<file path="src/psw_timer.sv">
// Shared constants, types and the phase timer of the watchdog
`timescale 1ns/1ps

package psw_pkg;
	// Clock rate
	localparam int unsigned CLOCK_HZ     = 50_000_000;
	localparam int unsigned US_PER_S     = 1_000_000;
	localparam int unsigned CYC_PER_US   = CLOCK_HZ / US_PER_S;
	// Variants
	localparam int          VAR_STD      = 0;
	localparam int          VAR_FIXED    = 1;
	localparam int          VAR_EXT      = 2;
	// Select code that turns supervision off
	localparam logic [2:0]  SEL_DISABLE  = 3'h3;
	// Alarm pulse widths in microseconds
	localparam logic [31:0] PULSE_OD_US  = 32'h000186A0;
	localparam logic [31:0] PULSE_PP_US  = 32'h000003E8;
	// Times in microseconds per select code, zero where not timed
	localparam logic [31:0] STD_US [0:7] = '{32'h3E8, 32'h2710, 32'h7530,
		32'h0, 32'h186A0, 32'hF4240, 32'h989680, 32'h3938700};
	localparam logic [31:0] FIX_DLY_US [0:7] = '{32'h3938700, 32'h3938700,
		32'h3938700, 32'h0, 32'h3938700, 32'h3938700, 32'h3938700,
		32'h3938700};
	localparam logic [31:0] FIX_TMO_US [0:7] = '{32'h3E8, 32'hBB8, 32'h2710,
		32'h0, 32'h186A0, 32'h493E0, 32'h2DC6C0, 32'h3938700};
	localparam logic [31:0] EXT_DLY_US [0:7] = '{32'hBB8, 32'hBB8,
		32'h3938700, 32'h0, 32'hC8, 32'h0, 32'h0, 32'h3938700};
	localparam logic [31:0] EXT_TMO_US [0:7] = '{32'h1E, 32'h12C, 32'hBB8,
		32'h0, 32'h2710, 32'h186A0, 32'hF4240, 32'h989680};
	// Extended-variant codes whose startup delay ends on the first edge
	localparam logic [2:0]  SEL_EDGE_A   = 3'h5;
	localparam logic [2:0]  SEL_EDGE_B   = 3'h6;

	typedef enum logic [1:0] {
		ST_DELAY = 2'h0,
		ST_WATCH = 2'h1,
		ST_ALARM = 2'h3,
		ST_OFF   = 2'h2
	} psw_state_t;

	typedef struct packed {
		logic       svc;
		logic [2:0] sel;
	} psw_pins_t;
endpackage

module psw_timer #(
	parameter int W = 32
) (
	// Clock and reset
	input  wire logic         clock,
	input  wire logic         sys_rst,
	// Control
	input  wire logic         clear,
	input  wire logic [W-1:0] limit,
	// Status
	output logic              expired,
	output logic [W-1:0]      count
);
	logic [W-1:0] count_reg;

	always_ff @(posedge clock) begin
		if (sys_rst || clear) begin
			count_reg <= '0;
		end else if (!expired) begin
			count_reg <= count_reg + {{(W-1){1'b0}}, 1'b1};
		end
	end

	// Phase ends after exactly limit cycles
	assign expired = (count_reg >= (limit - {{(W-1){1'b0}}, 1'b1}));
	assign count   = count_reg;
endmodule

</file>
<file path="src/psw_watchdog.sv">
// Pin-selectable watchdog supervisor top level
`timescale 1ns/1ps

// How it works
// - No service edge before timeout expiry pulses the alarm output.
// - Startup delay runs first, then the normal timeout supervision.
// - Alarm pulse width is fixed: 100 ms open-drain, 1 ms push-pull.
// - Alarm is active low and released or high otherwise.
// - Select pins are honoured live; a change restarts a running timeout and a delay still short of its new length, but not the alarm pulse.
// - Disable code stops supervision and the alarm never asserts.
// - Standard variant selects delay and timeout from 1 ms to 60 s; fixed variant has a 60 s delay.
// - Extended startup delay 200 us to 60 s, or until first edge.
// - Extended timeout is selectable from 30 us to 10 s.
// - Select code low-high-high disables both delay and timeout.
module psw_watchdog #(
	parameter int          VARIANT    = psw_pkg::VAR_STD,
	parameter bit          OPEN_DRAIN = 1'b1,
	parameter int unsigned CYC_PER_US = psw_pkg::CYC_PER_US
) (
	// Clock and reset
	input  wire logic       clock,
	input  wire logic       sys_rst,
	// Pins from the host
	input  wire logic       service_input,
	input  wire logic       timing_select_0,
	input  wire logic       timing_select_1,
	input  wire logic       timing_select_2,
	// Alarm pin
	output logic            alarm_output_n,
	output logic            alarm_output_oe_n,
	// Status
	output logic            supervising
);
	psw_pkg::psw_pins_t  pins_meta_reg;
	psw_pkg::psw_pins_t  pins_sync_reg;
	psw_pkg::psw_pins_t  pins_last_reg;
	psw_pkg::psw_state_t state_reg;
	psw_pkg::psw_state_t state_next;
	logic                alarm_n_reg;
	logic                oe_n_reg;
	logic                sup_reg;
	logic                svc_edge;
	logic                sel_changed;
	logic                code_off;
	logic                edge_mode;
	logic                tmr_clear;
	logic                tmr_expired;
	logic [31:0]         tmr_count;
	logic [31:0]         tmr_limit;
	logic [2:0]          code;

	function automatic logic [31:0] to_cycles(input logic [31:0] us);
		logic [63:0] p;
		p = 64'(us) * 64'(CYC_PER_US);
		return p[31:0];
	endfunction

	function automatic logic [31:0] delay_us(input logic [2:0] c);
		case (VARIANT)
			psw_pkg::VAR_FIXED: delay_us = psw_pkg::FIX_DLY_US[c];
			psw_pkg::VAR_EXT:   delay_us = psw_pkg::EXT_DLY_US[c];
			default:            delay_us = psw_pkg::STD_US[c];
		endcase
	endfunction

	function automatic logic [31:0] timeout_us(input logic [2:0] c);
		case (VARIANT)
			psw_pkg::VAR_FIXED: timeout_us = psw_pkg::FIX_TMO_US[c];
			psw_pkg::VAR_EXT:   timeout_us = psw_pkg::EXT_TMO_US[c];
			default:            timeout_us = psw_pkg::STD_US[c];
		endcase
	endfunction

	// Two-stage synchroniser, then a history stage for edges
	always_ff @(posedge clock) begin
		if (sys_rst) begin
			pins_meta_reg <= '0;
			pins_sync_reg <= '0;
			pins_last_reg <= '0;
		end else begin
			pins_meta_reg <= {service_input, timing_select_2,
				timing_select_1, timing_select_0};
			pins_sync_reg <= pins_meta_reg;
			pins_last_reg <= pins_sync_reg;
		end
	end

	assign code        = pins_sync_reg.sel;
	assign svc_edge    = pins_sync_reg.svc ^ pins_last_reg.svc;
	assign sel_changed = (pins_sync_reg.sel != pins_last_reg.sel);
	assign code_off    = (code == psw_pkg::SEL_DISABLE);
	assign edge_mode   = (VARIANT == psw_pkg::VAR_EXT) &&
		((code == psw_pkg::SEL_EDGE_A) || (code == psw_pkg::SEL_EDGE_B));

	// Next phase
	always_comb begin
		state_next = state_reg;
		if (code_off) begin
			state_next = psw_pkg::ST_OFF;
		end else begin
			case (state_reg)
				psw_pkg::ST_OFF: begin
					state_next = psw_pkg::ST_DELAY;
				end
				psw_pkg::ST_DELAY: begin
					if (edge_mode ? svc_edge : tmr_expired) begin
						state_next = psw_pkg::ST_WATCH;
					end
				end
				psw_pkg::ST_WATCH: begin
					if (tmr_expired && !svc_edge && !sel_changed) begin
						state_next = psw_pkg::ST_ALARM;
					end
				end
				psw_pkg::ST_ALARM: begin
					if (tmr_expired) begin
						state_next = psw_pkg::ST_WATCH;
					end
				end
				default: begin
					state_next = psw_pkg::ST_DELAY;
				end
			endcase
		end
	end

	// Limit of the running phase: delay and timeout from the live select code, alarm pulse fixed
	always_comb begin
		case (state_reg)
			psw_pkg::ST_DELAY: tmr_limit = to_cycles(delay_us(code));
			psw_pkg::ST_ALARM: tmr_limit = to_cycles(OPEN_DRAIN ?
				psw_pkg::PULSE_OD_US : psw_pkg::PULSE_PP_US);
			default:           tmr_limit = to_cycles(timeout_us(code));
		endcase
	end

	// Restart on phase change, service edge or new select code
	assign tmr_clear = (state_next != state_reg) ||
		((state_reg == psw_pkg::ST_WATCH) && svc_edge) ||
		((state_reg != psw_pkg::ST_ALARM) && sel_changed);

	psw_timer #(
		.W (32)
	) u_timer (
		.clock   (clock),
		.sys_rst (sys_rst),
		.clear   (tmr_clear),
		.limit   (tmr_limit),
		.expired (tmr_expired),
		.count   (tmr_count)
	);

	always_ff @(posedge clock) begin
		if (sys_rst) begin
			state_reg <= psw_pkg::ST_DELAY;
		end else begin
			state_reg <= state_next;
		end
	end

	// Alarm pin, low only during the pulse
	always_ff @(posedge clock) begin
		if (sys_rst) begin
			alarm_n_reg <= 1'b1;
			oe_n_reg    <= OPEN_DRAIN;
		end else begin
			alarm_n_reg <= (state_next != psw_pkg::ST_ALARM);
			oe_n_reg    <= OPEN_DRAIN &&
				(state_next != psw_pkg::ST_ALARM);
		end
	end

	always_ff @(posedge clock) begin
		if (sys_rst) begin
			sup_reg <= 1'b0;
		end else begin
			sup_reg <= (state_next == psw_pkg::ST_WATCH);
		end
	end

	assign alarm_output_n    = alarm_n_reg;
	assign alarm_output_oe_n = oe_n_reg;
	assign supervising       = sup_reg;

	// Checks
	logic [31:0] low_cnt_reg;

	always_ff @(posedge clock) begin
		if (sys_rst || alarm_n_reg) begin
			low_cnt_reg <= '0;
		end else begin
			low_cnt_reg <= low_cnt_reg + 32'h1;
		end
	end
endmodule

</file>
<file path="config.mk">
export PLATFORM = sky130hd
export DESIGN_NAME = psw_watchdog
export DESIGN_NICKNAME = d
export VERILOG_FILES = /design/src/psw_timer.sv /design/src/psw_watchdog.sv
export SDC_FILE = /design/constraint.sdc
export NUM_CORES = 1
export LEC_CHECK = 0
export ABC_AREA = 1
export ABC_CLOCK_PERIOD_IN_PS = 7300
export BUFFER_PORTS_ARGS = -buffer_cell sky130_fd_sc_hd__clkbuf_2
export CAP_MARGIN = 20
export CORE_UTILIZATION = 35
export DETAILED_ROUTE_END_ITERATION = 12
export GPL_ROUTABILITY_DRIVEN = 0
export PLACE_DENSITY = 0.53
export REMOVE_ABC_BUFFERS = 1
export SYNTH_ARGS = -nofsm -noshare
export SYNTH_HDL_FRONTEND = slang
export SYNTH_SLANG_ARGS = --single-unit
</file>
<file path="constraint.sdc">
create_clock -name clock -period 7.3 [get_ports clock]
set_input_delay 0.365 -clock clock [delete_from_list [all_inputs] [get_ports clock]]
set_output_delay 0.365 -clock clock [all_outputs]
set_load 0.01 [all_outputs]
</file>
==> metrics, run 1 <==
clk buf depth 2; RSZ-0062 raised after global routing false; vias in the first global route 5470; Post-synth top flop dfxtp_1; post-synth top area share 17.0%; initial antenna violation count 0; CTS H-tree lvls 2; max_cap viols 0; largest net degree at the start of global routing 33; WL/cell 13.9 microns; die height 137 microns; area of the core 0.0179 sq mm; Min-Delay Path Class in -> reg; hold_sp timing_select_2; clk sinks 48; final setup TNS 0 ps; post-synthesis sequential area ratio 15.0%; cell taking the most area after synthesis ha_1; share of cells above drive strength 1 9.67%; Remaining DRCs 0; first-pass GRT wire length 28.1 mm; Rows 49; commonest non-fill, non-tap cell in the layout nand2_1; Crit path max-delay family simple AND/OR/NAND/NOR gates; Worst R2R Start code[0]$_SDFF_PP0_; final hold vios 0; antenna viol nets, final 0; total wire length 17.0 mm; reg2reg setup slack 750 ps; Worst Tran Pin Value 724 ps; crit-path most repeated cell nand2_1; Post-Syn Area 0.00639 sq mm; die area 0.0188 sq mm; Area Growth Syn to Fin 6.65%; Crit. End Element flip-flop; GR peak layer met2; Fillers 1987; DRT Pass-1 Iters 4; post-layout util 38.1%; max FFs per register 32; Post-CTS Setup Inserts 0; Post-synth ARST share 0%; Final setup viols 0; Port-buffer cells 8; CTS clk-pin slew, worst paths 70 ps; startpoint type of the worst setup path flip-flop; Avg Cell Area, Syn 6.44 sq um; fin crit period 6550 ps; peak supply drop 81.0 uV; PD cells 128 mW/mm^2; max incr delay on CP 530 ps; path depth of the worst reg2reg path 34; Nets 1097; fin crit share 89.8%; EDFF count, synth 0; synthesized flop and latch total 48; Die Width 137 microns; dpl hpwl 14.4 mm; status finished clean; Critical R2R Capture u_timer.count[10]$_SDFFE_PP0N_; clk_lat worst skew 290 ps; CTS buffer count 5; Crit Path Max Fanout 18; Worst slew margin 51.8%; CTS tree yes; GR Util met1 25.0%; met3 GRT Util 2.04%; Final Slew Violations 0; critical path class reg -> reg; DRT iter0 DRCs 262; hold buffer count at CTS 0; Yosys cell types 46; Worst Path Arrival 6780 ps; Worst EP required 7530 ps; Clock Skews 9.94 ps; most frequent cells in the layout nand2_1, inv_1, nor2_1; Synth area leaders ha_1, dfxtp_1, nand2_1, inv_1, nor2_1; WHS Endpoint pins_meta_reg[2]$_SDFF_PP0_; diode count 0; Initial Utilization 35.7%; via count 5855; M2 GR Usage 34.1%; Leak Pwr 3.48 nW; CP bufs+invs 6; critical path's slowest cell dfxtp_1; Ys Warns 0; Syn Inst Count 993; Hold Path Stages 3; Root Driver clkbuf_16; Total GRT Usage 19.2%; maximum clock frequency 153 MHz; vias per cell 4.79; I/O Pins 9; gr ovfl total 0
## metrics by stage
step	power (mW)	cells	instance area [sq um]	hold slack, ps	setup WS, ps
global placement	0.625	1216	6660	390	631
global route	0.941	1222	6820	276	121
CTS	0.888	1222	6810	252	565
detailed placement	0.626	1216	6660	392	589
floorplan	0.539	974	6290	388	1110
finish	0.873	1222	6820	258	746
## routing by layer
layer | share of wire (%) | wire length (microns)
met1 | 48 | 8220
met2 | 49 | 8320
met3 | 1.5 | 254
met5 | 0 | 0
met4 | 1.0 | 172
## worst register-to-register path: cells and delay by family (launching register included)
| family | cells | cell delay (ps) |
|---|---|---|
| adders and majority gates | 6 | 1910 |
| and+or+nand+nor | 19 | 2430 |
| DFF | 1 | 530 |
| AOI/OAI and AO/OA | 2 | 560 |
| xor gates and xnor gates | 1 | 160 |
| buffers and inverters | 6 | 900 |
## what timing repair did
item	in CTS	in global routing
gates resized for setup	0	2
endpoints found under the setup margin	0	32
hold endpoints to repair	0	0
## logic make-up (layout without fill, tap and decap cells)
logic type                 Yosys count  after routing  share of synthesized area [%]
and+or+nand+nor                    526            526                           39.4
AOI/OAI and AO/OA                   72             72                           6.34
DFF                                 48             48                           15.0
adders and majority gates           97             97                           20.2
buffers and inverters              202            202                           12.4
xor gates and xnor gates            48             48                           6.69
## layout make-up
class | count | area (sq um) | area share [%]
inverter | 183 | 688 | 10.1
clock inverter | 1 | 30.0 | 0.440
sequential | 48 | 961 | 14.1
tap | 229 | 287 | 4.20
multi-input combinational | 743 | 4650 | 68.2
clock buffer | 5 | 125 | 1.83
timing repair buffer | 13 | 77.6 | 1.14
## power by group
group	total, mW	switching, mW	internal [mW]
logic	0.347	0.236	0.111
registers	0.271	0.00397	0.267
clock network	0.255	0.0969	0.158
total	0.873	0.337	0.536
## cells in the mapped netlist, types with 2 or more instances
cell	number
nor3_1	24
nand3b_1	6
o21a_1	2
a21oi_2	2
nand3_1	53
o21ai_0	23
buf_4	2
nor4_1	8
dfxtp_1	48
xor2_1	31
fa_1	10
buf_6	2
buf_2	7
inv_1	171
ha_1	87
a21oi_1	34
inv_2	10
nand2_4	4
nand4_1	31
nor2_2	11
nand2_1	226
nor2_4	12
nand2_2	19
a21o_1	3
o31ai_1	2
nor3_2	2
clkbuf_1	7
nor2_1	117
nor3_4	2
nand3_2	6
xnor2_1	16
## worst max path at each step
stage	from	cells past startpoint	end
after global placement	code[0]$_SDFF_PP0_	38	u_timer.count[13]$_SDFFE_PP0N_
after CTS	code[0]$_SDFF_PP0_	41	u_timer.count[29]$_SDFFE_PP0N_
after floorplan	code[1]$_SDFF_PP0_	37	u_timer.count[0]$_SDFFE_PP0N_
after detailed placement	code[0]$_SDFF_PP0_	40	u_timer.count[11]$_SDFFE_PP0N_
after global routing	code[0]$_SDFF_PP0_	38	u_timer.count[17]$_SDFFE_PP0N_
final	code[0]$_SDFF_PP0_	34	u_timer.count[10]$_SDFFE_PP0N_
Note: power is estimated with default switching activity, not from simulation.
==> inputs of run 2 (changes only) <==
--- a/config.mk
+++ b/config.mk
@@ -5,7 +5,6 @@
 export SDC_FILE = /design/constraint.sdc
 export NUM_CORES = 1
 export LEC_CHECK = 0
-export ABC_AREA = 1
 export ABC_CLOCK_PERIOD_IN_PS = 7300
 export BUFFER_PORTS_ARGS = -buffer_cell sky130_fd_sc_hd__clkbuf_2
 export CAP_MARGIN = 20
==> run 2 against run 1 <==
Design area decreased by 8.1%; worst setup slack got worse by 290 ps; register-to-register slack got worse by 290 ps; critical endpoint is now u_timer.count[1]$_SDFFE_PP0N_; non-clock buffer count up 22; core utilization rose by 1.5 points; clock power decreased by 5%; synthesized area is 12% lower; highest routed layer unchanged; clock skew down 2.1 ps; largest power group unchanged; total power fell by 3.3%; sequential share of layout area rose by 1.3 points; fmax fell by 4.3%; critical path type unchanged.
==> metrics, run 2 <==
Root Driver clkbuf_16 (unchanged); WL/cell 14.4 microns (was 13.9 microns); internal power 0.546 mW (was 0.536 mW); CTS clk-pin slew, worst paths 70 ps (about the same); Avg Cell Area, Syn 8.17 sq um (was 6.44 sq um); Crit path depth 26 (was 34); Crit Path Max Fanout 32 (was 18); first-pass GRT wire length 22.1 mm (was 28.1 mm); RSZ-0062 raised after global routing false (unchanged); fin crit period 6850 ps (was 6550 ps); Critical R2R Capture u_timer.count[1]$_SDFFE_PP0N_ (was u_timer.count[10]$_SDFFE_PP0N_); Worst Path Arrival 7070 ps (was 6780 ps); Hold Path Stages 2 (was 3); maximum clock frequency 146 MHz (was 153 MHz); share of cells above drive strength 1 12.2% (was 9.67%); Worst slew margin 56.6% (was 51.8%); clk_lat worst skew 290 ps (about the same); Rows 46 (was 49); reg2reg setup slack 450 ps (was 750 ps); cell taking the most area after synthesis ha_1 (unchanged); fin cells 923 (was 1222); die area 0.0166 sq mm (was 0.0188 sq mm); Area Growth Syn to Fin 11.1% (was 6.65%); Fillers 1630 (was 1987); Ys Warns 0 (unchanged); WHS Endpoint pins_meta_reg[0]$_SDFF_PP0_ (was pins_meta_reg[2]$_SDFF_PP0_); DRT Pass-1 Iters 4 (unchanged); clk sinks 48 (unchanged); initial antenna violation count 0 (unchanged); power share of the combinational group 39.2% (was 39.8%); Die Width 129 microns (was 137 microns); Worst Tran Pin Value 644 ps (was 724 ps); Initial Utilization 35.6% (was 35.7%); switching power total 0.298 mW (was 0.337 mW); Min-Delay Path Class in -> reg (unchanged); Clock Skews 7.80 ps (was 9.94 ps); fin crit share 93.8% (was 89.8%); status finished clean (unchanged); hold_sp timing_select_0 (was timing_select_2); Post-Syn Area 0.00564 sq mm (was 0.00639 sq mm); Total GRT Usage 16.4% (was 19.2%); peak supply drop 112 uV (was 81.0 uV); Syn Inst Count 690 (was 993); sw frac 35.3% (was 38.6%); max FFs per register 32 (unchanged); clk buf depth 2 (unchanged); max incr delay on CP 440 ps (was 530 ps); Crit path max-delay family compound AO/OA/AOI/OAI gates (was simple AND/OR/NAND/NOR gates); Final Slew Violations 0 (unchanged); startpoint type of the worst setup path flip-flop (unchanged); post-synth top area share 19.3% (was 17.0%); area of the core 0.0158 sq mm (was 0.0179 sq mm); Remaining DRCs 0 (unchanged); Nets 809 (was 1097); CTS tree yes (unchanged); vias per cell 5.19 (was 4.79); CP bufs+invs 3 (was 6); die height 129 microns (was 137 microns); gr ovfl total 0 (unchanged); synthesized flop and latch total 48 (unchanged); Port-buffer cells 8 (unchanged); Sequential Power Share 32.2% (was 31.0%); CTS H-tree lvls 2 (unchanged); most frequent cells in the layout ha_1, nor2_1, inv_1 (was nand2_1, inv_1, nor2_1); via count 4789 (was 5855); total wire length 13.3 mm (was 17.0 mm); Worst R2R Start code[1]$_SDFF_PP0_ (was code[0]$_SDFF_PP0_); final setup TNS 0 ps (unchanged); critical path's slowest cell ha_2 (was dfxtp_1); I/O Pins 9 (unchanged); hold buffer count at CTS 0 (unchanged); Post-synth ARST share 0% (unchanged); Clock Power Share 28.6% (was 29.2%); dpl hpwl 10.8 mm (was 14.4 mm); diode count 0 (unchanged); post-synthesis sequential area ratio 17.0% (was 15.0%); CTS buffer count 5 (unchanged); Leak Pwr 2.71 nW (was 3.48 nW); antenna viol nets, final 0 (unchanged); max_cap viols 0 (unchanged); DRT iter0 DRCs 209 (was 262); pre-CTS setup slack 50.6 ps (was 589 ps); Final setup viols 0 (unchanged); Synth area leaders ha_1, dfxtp_1, xnor2_1, nor2_1, inv_1 (was ha_1, dfxtp_1, nand2_1, inv_1, nor2_1); Cells after DPL 912 (was 1216); Worst EP required 7520 ps (was 7530 ps); Post-synth top flop dfxtp_1 (unchanged); final hold vios 0 (unchanged); commonest non-fill, non-tap cell in the layout ha_1 (was nand2_1); Crit. End Element flip-flop (unchanged); PD cells 135 mW/mm^2 (was 128 mW/mm^2); vias in the first global route 4701 (was 5470); EDFF count, synth 0 (unchanged); Yosys cell types 80 (was 46); final worst setup slack 454 ps (was 746 ps); top post-synthesis cells by count ha_1, nor2_1, inv_1 (was nand2_1, inv_1, nor2_1); count leader, synth ha_1 (was nand2_1); critical path class reg -> reg (unchanged); path depth of the worst reg2reg path 26 (was 34); largest net degree at the start of global routing 33 (unchanged)
==> run 2: cells by family (layout without fill, tap and decap cells) <==
group | Yosys count | after routing | synth area share (%)
adder cells (fa/ha/maj) | 97 | 97 | 22.9
multiplexers | 9 | 9 | 1.66
XOR/XNOR | 69 | 69 | 10.8
AND/OR/NAND/NOR | 269 | 269 | 25.4
buffers and inverters | 83 | 100 | 6.55
AO/OA/AOI/OAI | 115 | 115 | 15.7
flip-flops | 48 | 48 | 17.0
==> run 2: worst max path at each step <==
stage | start | endpoint
detailed placement | code[0]$_SDFF_PP0_ | u_timer.count[1]$_SDFFE_PP0N_
global placement | code[0]$_SDFF_PP0_ | u_timer.count[1]$_SDFFE_PP0N_
CTS | code[1]$_SDFF_PP0_ | u_timer.count[23]$_SDFFE_PP0N_
global route | code[0]$_SDFF_PP0_ | u_timer.count[21]$_SDFFE_PP0N_
finish | code[1]$_SDFF_PP0_ | u_timer.count[1]$_SDFFE_PP0N_
floorplan | code[1]$_SDFF_PP0_ | u_timer.count[0]$_SDFFE_PP0N_
==> run 2: through the flow <==
stage | power, mW | area (sq um) | utilization (%) | hold WS, ps
after floorplan | 0.519 | 5480 | - | 414
after global placement | 0.590 | 6000 | 37.9 | 426
after detailed placement | 0.595 | 6000 | 37.9 | 434
after CTS | 0.839 | 6160 | 38.9 | 281
after global routing | 0.903 | 6260 | 39.6 | 296
final | 0.844 | 6260 | 39.6 | 284
==> run 2: power groups by stage <==
stage | Sequential [mW] | Clock, mW | Combinational [mW]
final | 0.271 | 0.241 | 0.331
after global routing | 0.272 | 0.257 | 0.374
after CTS | 0.271 | 0.247 | 0.320
after detailed placement | 0.277 | 0 | 0.318
after global placement | 0.277 | 0 | 0.313
after floorplan | 0.279 | 0 | 0.240
==> run 2: metal layers <==
layer / up-vias / share of wire [%] / routed length [microns] / track usage (%)
met5: - / 0 / 0 / 0
met4: 0 / 1.5 / 193 / 3.94
met3: 14 / 1.4 / 180 / 1.50
met2: 49 / 49 / 6560 / 29.6
met1: 2277 / 48 / 6360 / 21.0
li1: 2449 / - / - / -
==> run 2: what timing repair did <==
| item | in CTS | in global routing |
|---|---|---|
| gates resized for setup | 1 | 19 |
| setup buffers | 0 | 3 |
| setup endpoints to repair | 1 | 36 |
| pin swaps | 0 | 4 |
==> run 2: area by class of cell <==
cell class	count	area [sq um]	area share, %
Multi-Input combinational cell	559	4410	70.4
Sequential cell	48	962	15.4
Tap cell	216	270	4.31
Timing Repair Buffer	35	255	4.08
Inverter	57	214	3.42
Clock buffer	6	139	2.22
Clock inverter	2	13.8	0.220
==> run 2: worst reg2reg max path, stage by stage, from the launching register on <==
cell      delay [ps]
dfxtp_1          370
inv_1            130
ha_2             440
nand2b_2         140
inv_1            210
ha_1             280
ha_1             210
fa_1             440
ha_1             340
a21oi_1          220
o21ai_0          130
or3_1            330
o32a_4           370
a221oi_4         350
o21bai_4         140
o41ai_1          390
mux2i_1          130
a21oi_1          190
ha_1             270
a21o_1           180
a21o_1           180
a211oi_2         340
o311ai_1         240
a21oi_1          300
o311ai_4         160
buf_12           190
a21oi_1          130
